<file path="config.mk">
export PLATFORM = sky130hd
export DESIGN_NAME = power_monitor_config_results
export DESIGN_NICKNAME = d
export VERILOG_FILES = /design/src/design/power_monitor_pkg.sv /design/src/design/sample_averager.sv /design/src/design/power_monitor_config_results.sv
export SDC_FILE = /design/constraint.sdc
export NUM_CORES = 1
export LEC_CHECK = 0
export BUFFER_PORTS_ARGS = -buffer_cell sky130_fd_sc_hd__buf_4
export CORE_MARGIN = 2
export CORE_UTILIZATION = 40
export CTS_CLUSTER_SIZE = 10
export DETAILED_ROUTE_END_ITERATION = 16
export PLACE_DENSITY = 0.6
export REMOVE_ABC_BUFFERS = 1
export SLEW_MARGIN = 40
export SYNTH_ARGS = -nofsm -noshare
export SYNTH_HDL_FRONTEND = slang
export SYNTH_HIERARCHICAL = 1
export SYNTH_SLANG_ARGS = --single-unit
</file>
<file path="constraint.sdc">
create_clock -name clock -period 5.4 [get_ports clock]
set_clock_uncertainty 0.1 [all_clocks]
set_input_delay 1.08 -clock clock [delete_from_list [all_inputs] [get_ports clock]]
set_output_delay 1.08 -clock clock [all_outputs]
set_load 0.01 [all_outputs]
</file>
<file path="src/design/power_monitor_pkg.sv">
// shared constants, types and timing for the power monitor measurement block
package power_monitor_pkg;

	////////////////////////////////////////////////////////////////////////////
	// register pointers and layout
	localparam logic [7:0]  ptr_config     = 8'h00;    // configuration pointer
	localparam logic [7:0]  ptr_sense      = 8'h01;    // shunt result pointer
	localparam logic [7:0]  ptr_rail       = 8'h02;    // bus result pointer
	localparam logic [7:0]  ptr_power      = 8'h03;    // power result pointer
	localparam logic [15:0] config_reset   = 16'h4127; // power-on configuration
	localparam logic [15:0] result_reset   = 16'h0000; // power-on result value
	localparam int          reset_bit      = 15;       // self-clearing reset request
	localparam int          avg_lsb        = 9;        // sample_count_select field
	localparam int          rail_ct_lsb    = 6;        // rail_conversion_time_select
	localparam int          sense_ct_lsb   = 3;        // sense_conversion_time_select
	localparam int          field_w        = 3;        // width of each 3-bit field
	localparam int          mode_sense_bit = 0;        // mode: convert shunt channel
	localparam int          mode_rail_bit  = 1;        // mode: convert bus channel
	localparam int          mode_cont_bit  = 2;        // mode: continuous when set

	////////////////////////////////////////////////////////////////////////////
	// timing
	localparam int clock_mhz = 40; // device clock rate
	// conversion times in ns, per 3-bit selector code
	localparam int conv_time_ns [8] = '{140000, 204000, 332000, 588000,
		1100000, 2116000, 4156000, 8244000};
	localparam int cnt_w = 20; // wide enough for the longest conversion

	typedef logic [7:0][cnt_w-1:0] conv_table_t;

	// conversion times turned into clock cycles, never below one
	function automatic conv_table_t conv_cycles_of();
		conv_table_t t;
		int          c;
		for (int i = 0; i < 8; i++) begin
			c = (conv_time_ns[i] * clock_mhz) / 1000;
			t[i] = cnt_w'((c < 1) ? 1 : c);
		end
		return t;
	endfunction

	localparam conv_table_t conv_cycles_default = conv_cycles_of();

	// averaging counts 1,4,16,64,128,256,512,1024 as powers of two
	localparam logic [3:0] avg_shift [8] = '{4'h0, 4'h2, 4'h4, 4'h6,
		4'h7, 4'h8, 4'h9, 4'hA};

	////////////////////////////////////////////////////////////////////////////
	// types
	typedef enum {conv_idle, conv_sense, conv_rail} conv_state_t;

	// one byte-level serial bus event, already decoded from the wire
	typedef struct packed {
		logic       frame_start; // start of a new bus transaction
		logic       ptr_valid;   // data holds a new pointer
		logic       wr_valid;    // data holds a register byte
		logic       rd_req;      // controller fetches the next byte
		logic [7:0] data;        // byte written by the controller
	} host_req_t;

	typedef struct packed {
		logic       rd_valid; // rd_data holds a fetched byte
		logic [7:0] rd_data;  // byte returned to the controller
	} host_ans_t;

	// raw converter output, sampled at the end of each conversion
	typedef struct packed {
		logic [15:0] sense_resistor_reading; // signed shunt sample
		logic [14:0] rail_reading;           // unsigned bus sample
		logic [15:0] power_value;            // product from the multiplier
	} adc_sample_t;

endpackage

</file>
<file path="src/design/sample_averager.sv">
// accumulate-and-divide averager for one measurement channel
`timescale 1ns/1ps
module sample_averager (
	input  wire logic               clock,
	input  wire logic               rst,
	input  wire logic               clear,
	input  wire logic               add,
	input  wire logic               finish,
	input  wire logic signed [16:0] sample,
	input  wire logic        [3:0]  shift,
	output logic             [15:0] result
);
	import power_monitor_pkg::*;

	localparam int acc_w = 28; // 17-bit sample plus 1024 summands

	logic signed [acc_w-1:0] acc;   // running sum of this sequence
	logic signed [acc_w-1:0] sum;   // sum including the current sample
	logic signed [acc_w-1:0] mean;  // sum divided by the count

	assign sum  = acc + acc_w'(sample);
	assign mean = sum >>> shift;

	////////////////////////////////////////////////////////////////////////////
	// running sum, emptied at each sequence start or final sample
	always_ff @(posedge clock) begin
		if (rst || clear) begin
			acc <= '0;
		end else if (add && finish) begin
			acc <= '0;
		end else if (add) begin
			acc <= sum;
		end
	end

	////////////////////////////////////////////////////////////////////////////
	// published value; clear does not touch it so readers keep the old one
	always_ff @(posedge clock) begin
		if (rst) begin
			result <= result_reset;
		end else if (add && finish) begin
			result <= mean[15:0];
		end
	end

endmodule

</file>
<file path="src/design/power_monitor_config_results.sv">
// configuration decode, conversion sequencing and result registers
//
// Contract
// - averaging code selects 1 to 1024 samples
// - bits 8:6 select bus conversion time
// - bits 5:3 select shunt conversion time
// - bits 2:0 select power-down, triggered, continuous
// - reset mode converts both channels continuously
// - shunt result is 16-bit two's complement
// - shunt count weighs 2.5 uV, 7FFF full-scale
// - results show averaged values when averaging
// - bus result replaced at the end of each completed averaged set of conversions
// - bus result bits 14:0, bit 15 zero
// - shunt result read-only at 01h, reset zero
// - bus result read-only at 02h, reset zero
// - power result read-only at 03h, reset zero
// - configuration write aborts, then restarts conversion
// - bit 15 write resets all, self-clears
// - registers move as two bytes, MSB first
`timescale 1ns/1ps
module power_monitor_config_results #(
	parameter power_monitor_pkg::conv_table_t conv_cycles = power_monitor_pkg::conv_cycles_default
) (
	input  wire logic                           clock,
	input  wire logic                           rst,
	input  wire power_monitor_pkg::host_req_t   req,
	input  wire power_monitor_pkg::adc_sample_t adc,
	output power_monitor_pkg::host_ans_t        ans,
	output logic                                results_updated
);
	import power_monitor_pkg::*;

	////////////////////////////////////////////////////////////////////////////
	// state
	logic [15:0]       cfg;          // measurement_configuration, bit 15 stays 0
	logic              sw_clear;     // one-cycle soft reset after a bit-15 write
	logic              local_rst;    // hard or soft reset
	logic [7:0]        ptr;          // register pointer
	logic              wr_phase;     // 1 once the high write byte is held
	logic [7:0]        wr_high;      // held high write byte
	logic              rd_phase;     // 1 once the high read byte went out
	logic [7:0]        rd_low;       // low read byte, captured with the high
	logic              halt;         // configuration write under way
	logic              restart;      // a new sequence is owed
	conv_state_t       state;        // conversion sequencer
	logic [cnt_w-1:0]  cnt;          // cycles into the current conversion
	logic [10:0]       round;        // averaging round index

	////////////////////////////////////////////////////////////////////////////
	// decode
	logic [2:0]        avg_code;     // sample_count_select
	logic [3:0]        shift;        // log2 of the sample count
	logic [10:0]       need;         // samples per result
	logic [cnt_w-1:0]  sense_ct;     // shunt conversion length
	logic [cnt_w-1:0]  rail_ct;      // bus conversion length
	logic              sense_en;     // shunt channel selected
	logic              rail_en;      // bus channel selected
	logic              cont;         // continuous mode
	logic              cfg_first;    // high byte of a configuration write
	logic              commit;       // low byte completes a configuration write
	logic              start_seq;    // sequencer leaves idle
	logic              sense_done;   // shunt conversion ends this cycle
	logic              rail_done;    // bus conversion ends this cycle
	logic              round_end;    // all selected channels converted
	logic              last_round;   // this round completes the average
	logic [15:0]       wr_word;      // assembled write word
	logic [15:0]       rd_word;      // register selected for reading
	logic [15:0]       sense_result; // shunt_voltage_result
	logic [15:0]       rail_result;  // bus_voltage_result
	logic [15:0]       power_result; // power_result

	assign local_rst  = rst || sw_clear;
	assign avg_code   = cfg[avg_lsb +: field_w];
	assign shift      = avg_shift[avg_code];
	assign need       = 11'h001 << shift;
	assign rail_ct    = conv_cycles[cfg[rail_ct_lsb +: field_w]];
	assign sense_ct   = conv_cycles[cfg[sense_ct_lsb +: field_w]];
	assign sense_en   = cfg[mode_sense_bit];
	assign rail_en    = cfg[mode_rail_bit];
	assign cont       = cfg[mode_cont_bit];
	assign wr_word    = {wr_high, req.data};
	assign cfg_first  = req.wr_valid && !wr_phase && ptr == ptr_config;
	assign commit     = req.wr_valid && wr_phase && ptr == ptr_config;
	assign start_seq  = state == conv_idle && !halt && restart && (sense_en || rail_en);
	assign sense_done = state == conv_sense && cnt == sense_ct - 20'h00001;
	assign rail_done  = state == conv_rail && cnt == rail_ct - 20'h00001;
	assign round_end  = (sense_done && !rail_en) || rail_done;
	assign last_round = round == need - 11'h001;

	////////////////////////////////////////////////////////////////////////////
	// configuration register; a bit-15 write leaves cfg to the soft reset
	always_ff @(posedge clock) begin
		if (local_rst) begin
			cfg <= config_reset;
		end else if (commit && !wr_word[reset_bit]) begin
			cfg <= {1'b0, wr_word[14:0]};
		end
	end

	// soft reset pulse, itself cleared only by the next cycle
	always_ff @(posedge clock) begin
		if (rst) begin
			sw_clear <= 1'b0;
		end else begin
			sw_clear <= commit && wr_word[reset_bit] && !sw_clear;
		end
	end

	////////////////////////////////////////////////////////////////////////////
	// pointer and byte pairing; a new pointer or frame restarts the pair
	always_ff @(posedge clock) begin
		if (local_rst) begin
			ptr      <= ptr_config;
			wr_phase <= 1'b0;
			wr_high  <= 8'h00;
		end else if (req.frame_start || req.ptr_valid) begin
			if (req.ptr_valid) begin
				ptr <= req.data;
			end
			wr_phase <= 1'b0;
		end else if (req.wr_valid) begin
			wr_phase <= !wr_phase;
			wr_high  <= req.data;
		end
	end

	// read side: high byte first, low byte frozen with it so pairs never tear
	always_ff @(posedge clock) begin
		if (local_rst) begin
			rd_phase <= 1'b0;
			rd_low   <= 8'h00;
			ans      <= '0;
		end else begin
			ans.rd_valid <= req.rd_req;
			if (req.frame_start || req.ptr_valid) begin
				rd_phase <= 1'b0;
			end else if (req.rd_req && !rd_phase) begin
				ans.rd_data <= rd_word[15:8];
				rd_low      <= rd_word[7:0];
				rd_phase    <= 1'b1;
			end else if (req.rd_req) begin
				ans.rd_data <= rd_low;
				rd_phase    <= 1'b0;
			end
		end
	end

	// read mux; result pointers have no write path at all
	always_comb begin
		unique case (ptr)
			ptr_config: rd_word = cfg;
			ptr_sense:  rd_word = sense_result;
			ptr_rail:   rd_word = rail_result;
			ptr_power:  rd_word = power_result;
			default:    rd_word = 16'h0000;
		endcase
	end

	////////////////////////////////////////////////////////////////////////////
	// halt while a configuration word is half written, then owe a restart
	always_ff @(posedge clock) begin
		if (local_rst) begin
			halt    <= 1'b0;
			restart <= 1'b1;
		end else if (cfg_first) begin
			halt <= 1'b1;
		end else if (commit) begin
			halt    <= 1'b0;
			restart <= 1'b1;
		end else if (start_seq) begin
			restart <= 1'b0;
		end
	end

	////////////////////////////////////////////////////////////////////////////
	// conversion sequencer: shunt then bus per round, rounds up to the count
	always_ff @(posedge clock) begin
		if (local_rst || cfg_first) begin
			state <= conv_idle;
			cnt   <= '0;
			round <= 11'h000;
		end else begin
			unique case (state)
				conv_idle: begin
					cnt   <= '0;
					round <= 11'h000;
					if (start_seq) begin
						state <= sense_en ? conv_sense : conv_rail;
					end
				end
				conv_sense: begin
					cnt <= sense_done ? '0 : cnt + 20'h00001;
					if (sense_done && rail_en) begin
						state <= conv_rail;
					end
				end
				conv_rail: begin
					cnt <= rail_done ? '0 : cnt + 20'h00001;
				end
			endcase
			if (round_end && last_round) begin
				round <= 11'h000;
				// triggered mode parks here until the next configuration write
				state <= !cont ? conv_idle : (sense_en ? conv_sense : conv_rail);
			end else if (round_end) begin
				round <= round + 11'h001;
				state <= sense_en ? conv_sense : conv_rail;
			end
		end
	end

	// pulse once a full averaged set has been published
	always_ff @(posedge clock) begin
		if (local_rst) begin
			results_updated <= 1'b0;
		end else begin
			results_updated <= round_end && last_round;
		end
	end

	////////////////////////////////////////////////////////////////////////////
	// averagers: shunt, bus, power; power follows the bus conversion
	logic               ch_add    [3];
	logic signed [16:0] ch_sample [3];
	logic        [15:0] ch_result [3];

	assign ch_add[0]    = sense_done;
	assign ch_add[1]    = rail_done;
	assign ch_add[2]    = rail_done;
	// shunt keeps its sign, 2.5 uV per count with 7FFF at full scale
	assign ch_sample[0] = {adc.sense_resistor_reading[15], adc.sense_resistor_reading};
	assign ch_sample[1] = {2'b00, adc.rail_reading};
	assign ch_sample[2] = {1'b0, adc.power_value};

	genvar ch;
	generate
		for (ch = 0; ch < 3; ch++) begin : g_avg
			sample_averager u_avg (
				.clock  (clock),
				.rst    (local_rst),
				.clear  (start_seq || cfg_first),
				.add    (ch_add[ch]),
				.finish (last_round),
				.sample (ch_sample[ch]),
				.shift  (shift),
				.result (ch_result[ch])
			);
		end
	endgenerate

	assign sense_result = ch_result[0];
	assign rail_result  = {1'b0, ch_result[1][14:0]};
	assign power_result = ch_result[2];
endmodule

</file>
==> qor.txt, run 1 <==
RSZ-0062 raised after global routing: no
critical path arrival: 5.08 ns
CTS H-tree depth: 1
global route overflow: 0
Slew headroom: 44.68%
initial antenna violation count: 0
Worst Hold Class: reg -> reg
ant diodes: 0
chip height: 225.3 um
Pwr Density: 213.8 nW/um2
Worst R2R Path Depth: 11
Area Overhead vs Synth: 8.798%
Power Total: 4.559 mW
die area: 50780 um2
min-delay src: cnt[0]
final net count: 2563
CP Launch Type: register
Leakage: 8.027 nW
vias in the first global route: 17040
CTS tree: yes
DRC violations left: 0
CTS max path bufs: 3
Critical Path RT: 5.75 ns
Mapped Cells: 2421
Min-Delay Path Depth: 1
Initial Util: 40.28%
Global Route Usage Sum: 22.17%
CTS Buf Count: 31
Post-Syn Area: 19600 um2
Placer Congestion: 0.8851
antenna-violating nets left: 0
FF-to-FF End: g_avg[0].u_avg/result[12]
Pins Over Slew Limit: 0
outcome: completed
IO buf count: 70
post-route cell area: 21320 um2
Worst R2R Start: cfg[9]
synth warn: 6
Initial DRC Count: 1319
largest fanout on the critical path: 16
PostCTS Resize Cnt: 0
Util after Layout: 43.83%
postcts setup bufs: 0
dpl cell area: 20360 um2
CTS sink count: 242
Critical Path Sink Type: register
Hold Path End: cnt[0]
layout cells sized above 1: 11.67%
final hold vios: 0
synthesized area per cell: 8.094 um2
WL/cell: 18.89 um
kind of critical path: reg -> reg
DRT Pass-1 Iters: 5
first-pass GRT wire length: 92590 um
clk_lat worst skew: 0.59 ns
core area: 48650 um2
fmax: 0.2117 GHz
row count: 81
Worst-Margin Slew: 0.8298 ns
Worst-path clk slew: 0.06 ns
Max rail drop VDD: 0.2309 mV
die width: 225.3 um
max_cap viols: 0
min cycle time layout: 4.724 ns
Fin Hold WS: 0.3585 ns
fin crit share: 87.48%
largest net degree at the start of global routing: 61
Via density: 5.999
Detailed Place HPWL: 42910 um
# IOs: 71
reg2reg setup slack: 0.68 ns
via count: 18280
WL final: 57570 um
setup violators final: 0
CTS root buf: clkbuf_16
CTS Hold Bufs: 0
[through the flow]
step / setup slack (ns) / TNS (ns) / instances
CTS: 0.6922 / 0 / 3048
global placement: 0.7748 / 0 / 2998
floorplan: -2.740 / -167.17 / 2278
detailed placement: 0.7054 / 0 / 3000
finish: 0.6758 / 0 / 3048
global route: 0.3273 / 0 / 3048
[placed cells by master, fill, tap and decap left out, types with 12 or more instances in the layout]
| cell type | instances |
|---|---|
| xor2_1 | 45 |
| buf_4 | 99 |
| nand2b_1 | 15 |
| a21oi_1 | 188 |
| o21a_1 | 14 |
| a21o_1 | 24 |
| clkbuf_16 | 31 |
| nand3_1 | 51 |
| nand4_1 | 40 |
| a2111oi_0 | 16 |
| o21ai_1 | 15 |
| o211ai_1 | 28 |
| and2_1 | 20 |
| a211oi_1 | 63 |
| dfxtp_1 | 242 |
| ha_1 | 88 |
| nor3_1 | 64 |
| a22oi_1 | 16 |
| a211o_1 | 16 |
| nor2_1 | 309 |
| a31oi_1 | 25 |
| conb_1 | 26 |
| xnor2_1 | 74 |
| and3_1 | 34 |
| or3_1 | 19 |
| nor4_1 | 14 |
| inv_1 | 48 |
| mux4_2 | 42 |
| nand2_1 | 208 |
| mux2_2 | 19 |
| o22ai_1 | 12 |
| nor2b_1 | 17 |
| o21ai_0 | 93 |
| mux2i_1 | 131 |
[layer usage]
metal	routed length (um)	vias to the layer above	track usage, %
met2	27010	453	37.29
met3	2788	72	2.542
met1	26720	8794	30.46
li1	-	8965	-
met5	0	-	0
met4	1044	0	4.828
[worst max-delay path by stage]
stage           start                         to  slack, ns  depth (start not counted)
2_1_floorplan  cfg[9]   g_avg[0].u_avg/result[4]      -2.74                          9
3_3_place_gp   cfg[9]  g_avg[0].u_avg/result[12]       0.77                         11
3_5_place_dp   cfg[9]  g_avg[0].u_avg/result[12]       0.71                         11
4_1_cts        cfg[9]  g_avg[0].u_avg/result[12]       0.69                         11
5_1_grt        cfg[9]  g_avg[0].u_avg/result[12]       0.33                         11
6_report       cfg[9]  g_avg[0].u_avg/result[12]       0.68                         11
[final cells by class]
type	count	area (um2)
clock buffer	39	845.8
clock inverter	9	110.1
fill	4865	27330
inverter	54	203.9
multi-input combinational	1982	13780
sequential	242	4845
tap	622	778.2
timing repair buffer	100	754.5
[critical path: stages, from the launching register on]
cell	delay [ns]
dfxtp_1	0.73
inv_1	0.20
ha_1	0.61
a21boi_1	0.18
a221o_1	0.40
or3_1	0.33
a22oi_1	0.26
and3_1	0.42
and2_1	0.52
o311ai_0	0.22
a2111oi_0	0.52
nor3_1	0.10
[registers in the layout, indices dropped and copies added (netlist names), 2 cells and up]
| name | flops |
|---|---|
| ans | 9 |
| rd_low | 8 |
| sense_ct | 12 |
| g_avg.u_avg/result | 47 |
| cfg | 15 |
| wr_high | 8 |
| state | 2 |
| cnt | 20 |
| ptr | 8 |
| rail_ct | 12 |
| round | 11 |
| g_avg.u_avg/acc | 84 |
[report_power, final]
part           internal [mW]  switching, mW
Clock                   1.18          0.826
Sequential              1.81         0.0190
Combinational          0.257          0.463
Note: power is estimated with default switching activity, not from simulation.
==> run 2: changes to the inputs <==
ABC_AREA = 1   (was unset)
PLACE_DENSITY = 0.66   (was 0.6)
==> run 2 against run 1 <==
Clock-buffer cell count increased by 6; largest cell class unchanged; register-to-register slack improved by 0.82 ns; synthesized cell count increased by 45%; critical path type unchanged; flip-flop and latch count unchanged; highest routed layer unchanged; sequential share of layout area decreased by 1.3 points.
==> qor.txt, run 2 <==
outcome: completed
Global Route Usage Sum: 22.81% (+0.64 points)
WL final: 61630 um (+7.1%)
kind of critical path: reg -> reg
clk_lat worst skew: 0.55 ns (-0.04 ns)
synthesized area per cell: 5.854 um2 (-28%)
dpl cell area: 21560 um2 (+5.8%)
final net count: 3689 (+44%)
Area Overhead vs Synth: 10.46%
Pins Over Slew Limit: 0 (unchanged)
CTS sink count: 242 (unchanged)
IO buf count: 70 (unchanged)
CTS root buf: clkbuf_16
DRT Pass-1 Iters: 6 (+1)
antenna-violating nets left: 0 (unchanged)
global route overflow: 0 (unchanged)
Setup WS post-layout: 1.496 ns (+0.8200 ns)
CTS max path bufs: 3 (unchanged)
setup violators final: 0 (unchanged)
Pwr Density: 214.5 nW/um2 (+0.32%)
Via density: 5.149 (-14%)
commonest non-fill, non-tap cells in the layout: nand2_1 (1024), inv_1 (544), nand3_1 (527), nor2_1 (289), dfxtp_1 (242)
Top Layer Used: met4
Largest Register: g_avg.u_avg/acc
ant diodes: 0 (unchanged)
first-pass GRT wire length: 99990 um (+8.0%)
Largest register FFs: 84 (unchanged)
Critical Path RT: 5.75 ns (about the same)
top flop regs: g_avg.u_avg/acc (84), g_avg.u_avg/result (47), cnt (20)
FILL cells: 5429 (+12%)
critical path arrival: 4.26 ns (-0.82 ns)
layout cells sized above 1: 7.878% (-3.8 points)
die width: 230.4 um (+2.3%)
Initial DRC Count: 1817 (+38%)
Worst Hold Class: reg -> reg
min cycle time layout: 3.904 ns (-0.8200 ns)
RSZ-0062 raised after global routing: no
CTS H-tree depth: 2 (+1)
PostCTS Resize Cnt: 0 (unchanged)
final hold vios: 0 (unchanged)
CTS Buf Count: 34 (+9.7%)
vias in the first global route: 19860 (+17%)
CTS tree: yes
via count: 21760 (+19%)
row count: 82 (+1.2%)
largest fanout on the critical path: 29 (+13)
Critical Path Sink Type: register
largest net degree at the start of global routing: 57 (-6.6%)
WL/cell: 14.58 um (-23%)
Util after Layout: 44.97% (+1.1 points)
DRC violations left: 0 (unchanged)
synth warn: 6 (unchanged)
commonest non-fill, non-tap cell in the layout: nand2_1
# IOs: 71 (unchanged)
postcts setup bufs: 0 (unchanged)
Worst-path clk slew: 0.05 ns (about the same)
Place WS: 1.583 ns (+0.8780 ns)
Mapped Cells: 3504 (+45%)
Worst-Margin Slew: 0.7962 ns (-0.03361 ns)
max_cap viols: 0 (unchanged)
Leakage: 11.50 nW (+43%)
Slew headroom: 46.73% (+2.0 points)
chip height: 230.4 um (+2.3%)
initial antenna violation count: 0 (unchanged)
Initial Util: 40.72% (+0.43 points)
met2 wire length: 27210 um (+0.71%)
Power Total: 4.859 mW (+6.6%)
CP Launch Type: register
post-route cell area: 22660 um2 (+6.3%)
Post-Syn Area: 20510 um2 (+4.7%)
detailed-routed wire length on met3: 3158 um (+13%)
non-filler cells, final: 4226 (+39%)
CTS Hold Bufs: 0 (unchanged)
Detailed Place HPWL: 47480 um (+11%)
M1 WL: 29270 um (+9.5%)
die area: 53100 um2 (+4.6%)
fin crit share: 72.30% (-15 points)
Placer Congestion: 0.9488 (+7.2%)
Max rail drop VDD: 0.2185 mV (-5.4%)
Post-Place Cells: 4173 (+39%)
core area: 50380 um2 (+3.6%)
fmax: 0.2561 GHz (+21%)
run 2: layout make-up:
cell class              instances  area [um2]  area share [%]
clock buffers                  45       983.4           4.341
clock inverters                 8       116.4          0.5136
inverters                     574        2163           9.549
multi-input cells            2598       13050           57.62
flip-flops and latches        242        4845           21.38
well taps                     672       840.8           3.711
repair buffers                 87       653.1           2.883
run 2: path summary, 6_finish.rpt:
check	start	endpoint	slack, ns	cells after the start
max	cfg[9]	g_avg[1].u_avg/result[4]	1.50	16
min	ptr[2]	ptr[2]	0.36	2
max reg2reg	cfg[9]	g_avg[1].u_avg/result[4]	1.50	16
min reg2reg	ptr[2]	ptr[2]	0.36	2
run 2: stage by stage:
stage               hold WS [ns]  TNS [ns]
floorplan                 0.3236   -118.45
global placement          0.3422         0
detailed placement        0.3469         0
CTS                       0.3596         0
global route              0.3742         0
finish                    0.3622         0
run 2: critical path, cell delays in order (launching register included):
cell and delay [ns]:
dfxtp_1 0.52, inv_1 0.19, ha_1 0.31, nand2_1 0.10, nand2_2 0.21, nand2_1 0.20
nand2_1 0.07, nand2_1 0.06, nand2_1 0.05, nor2_1 0.08, nand2_1 0.07, nor4_1 0.57
nand2_1 0.19, buf_4 0.31, inv_1 0.47, o21ai_0 0.17, a21oi_1 0.16
run 2: metal layers:
metal  GRT usage (%)  up-vias
met5               0        -
met4           8.065        0
met3           2.952       95
met2           37.13      537
met1           30.90     9785
li1                -    11340
run 2: power breakdown:
group / leakage [nW] / internal, mW / total [mW] / switching (mW)
Clock: 0.543 / 1.37 / 2.27 / 0.897
Sequential: 1.95 / 1.81 / 1.83 / 0.0145
Combinational: 9.00 / 0.228 / 0.768 / 0.539
Total: 11.5 / 3.41 / 4.86 / 1.45
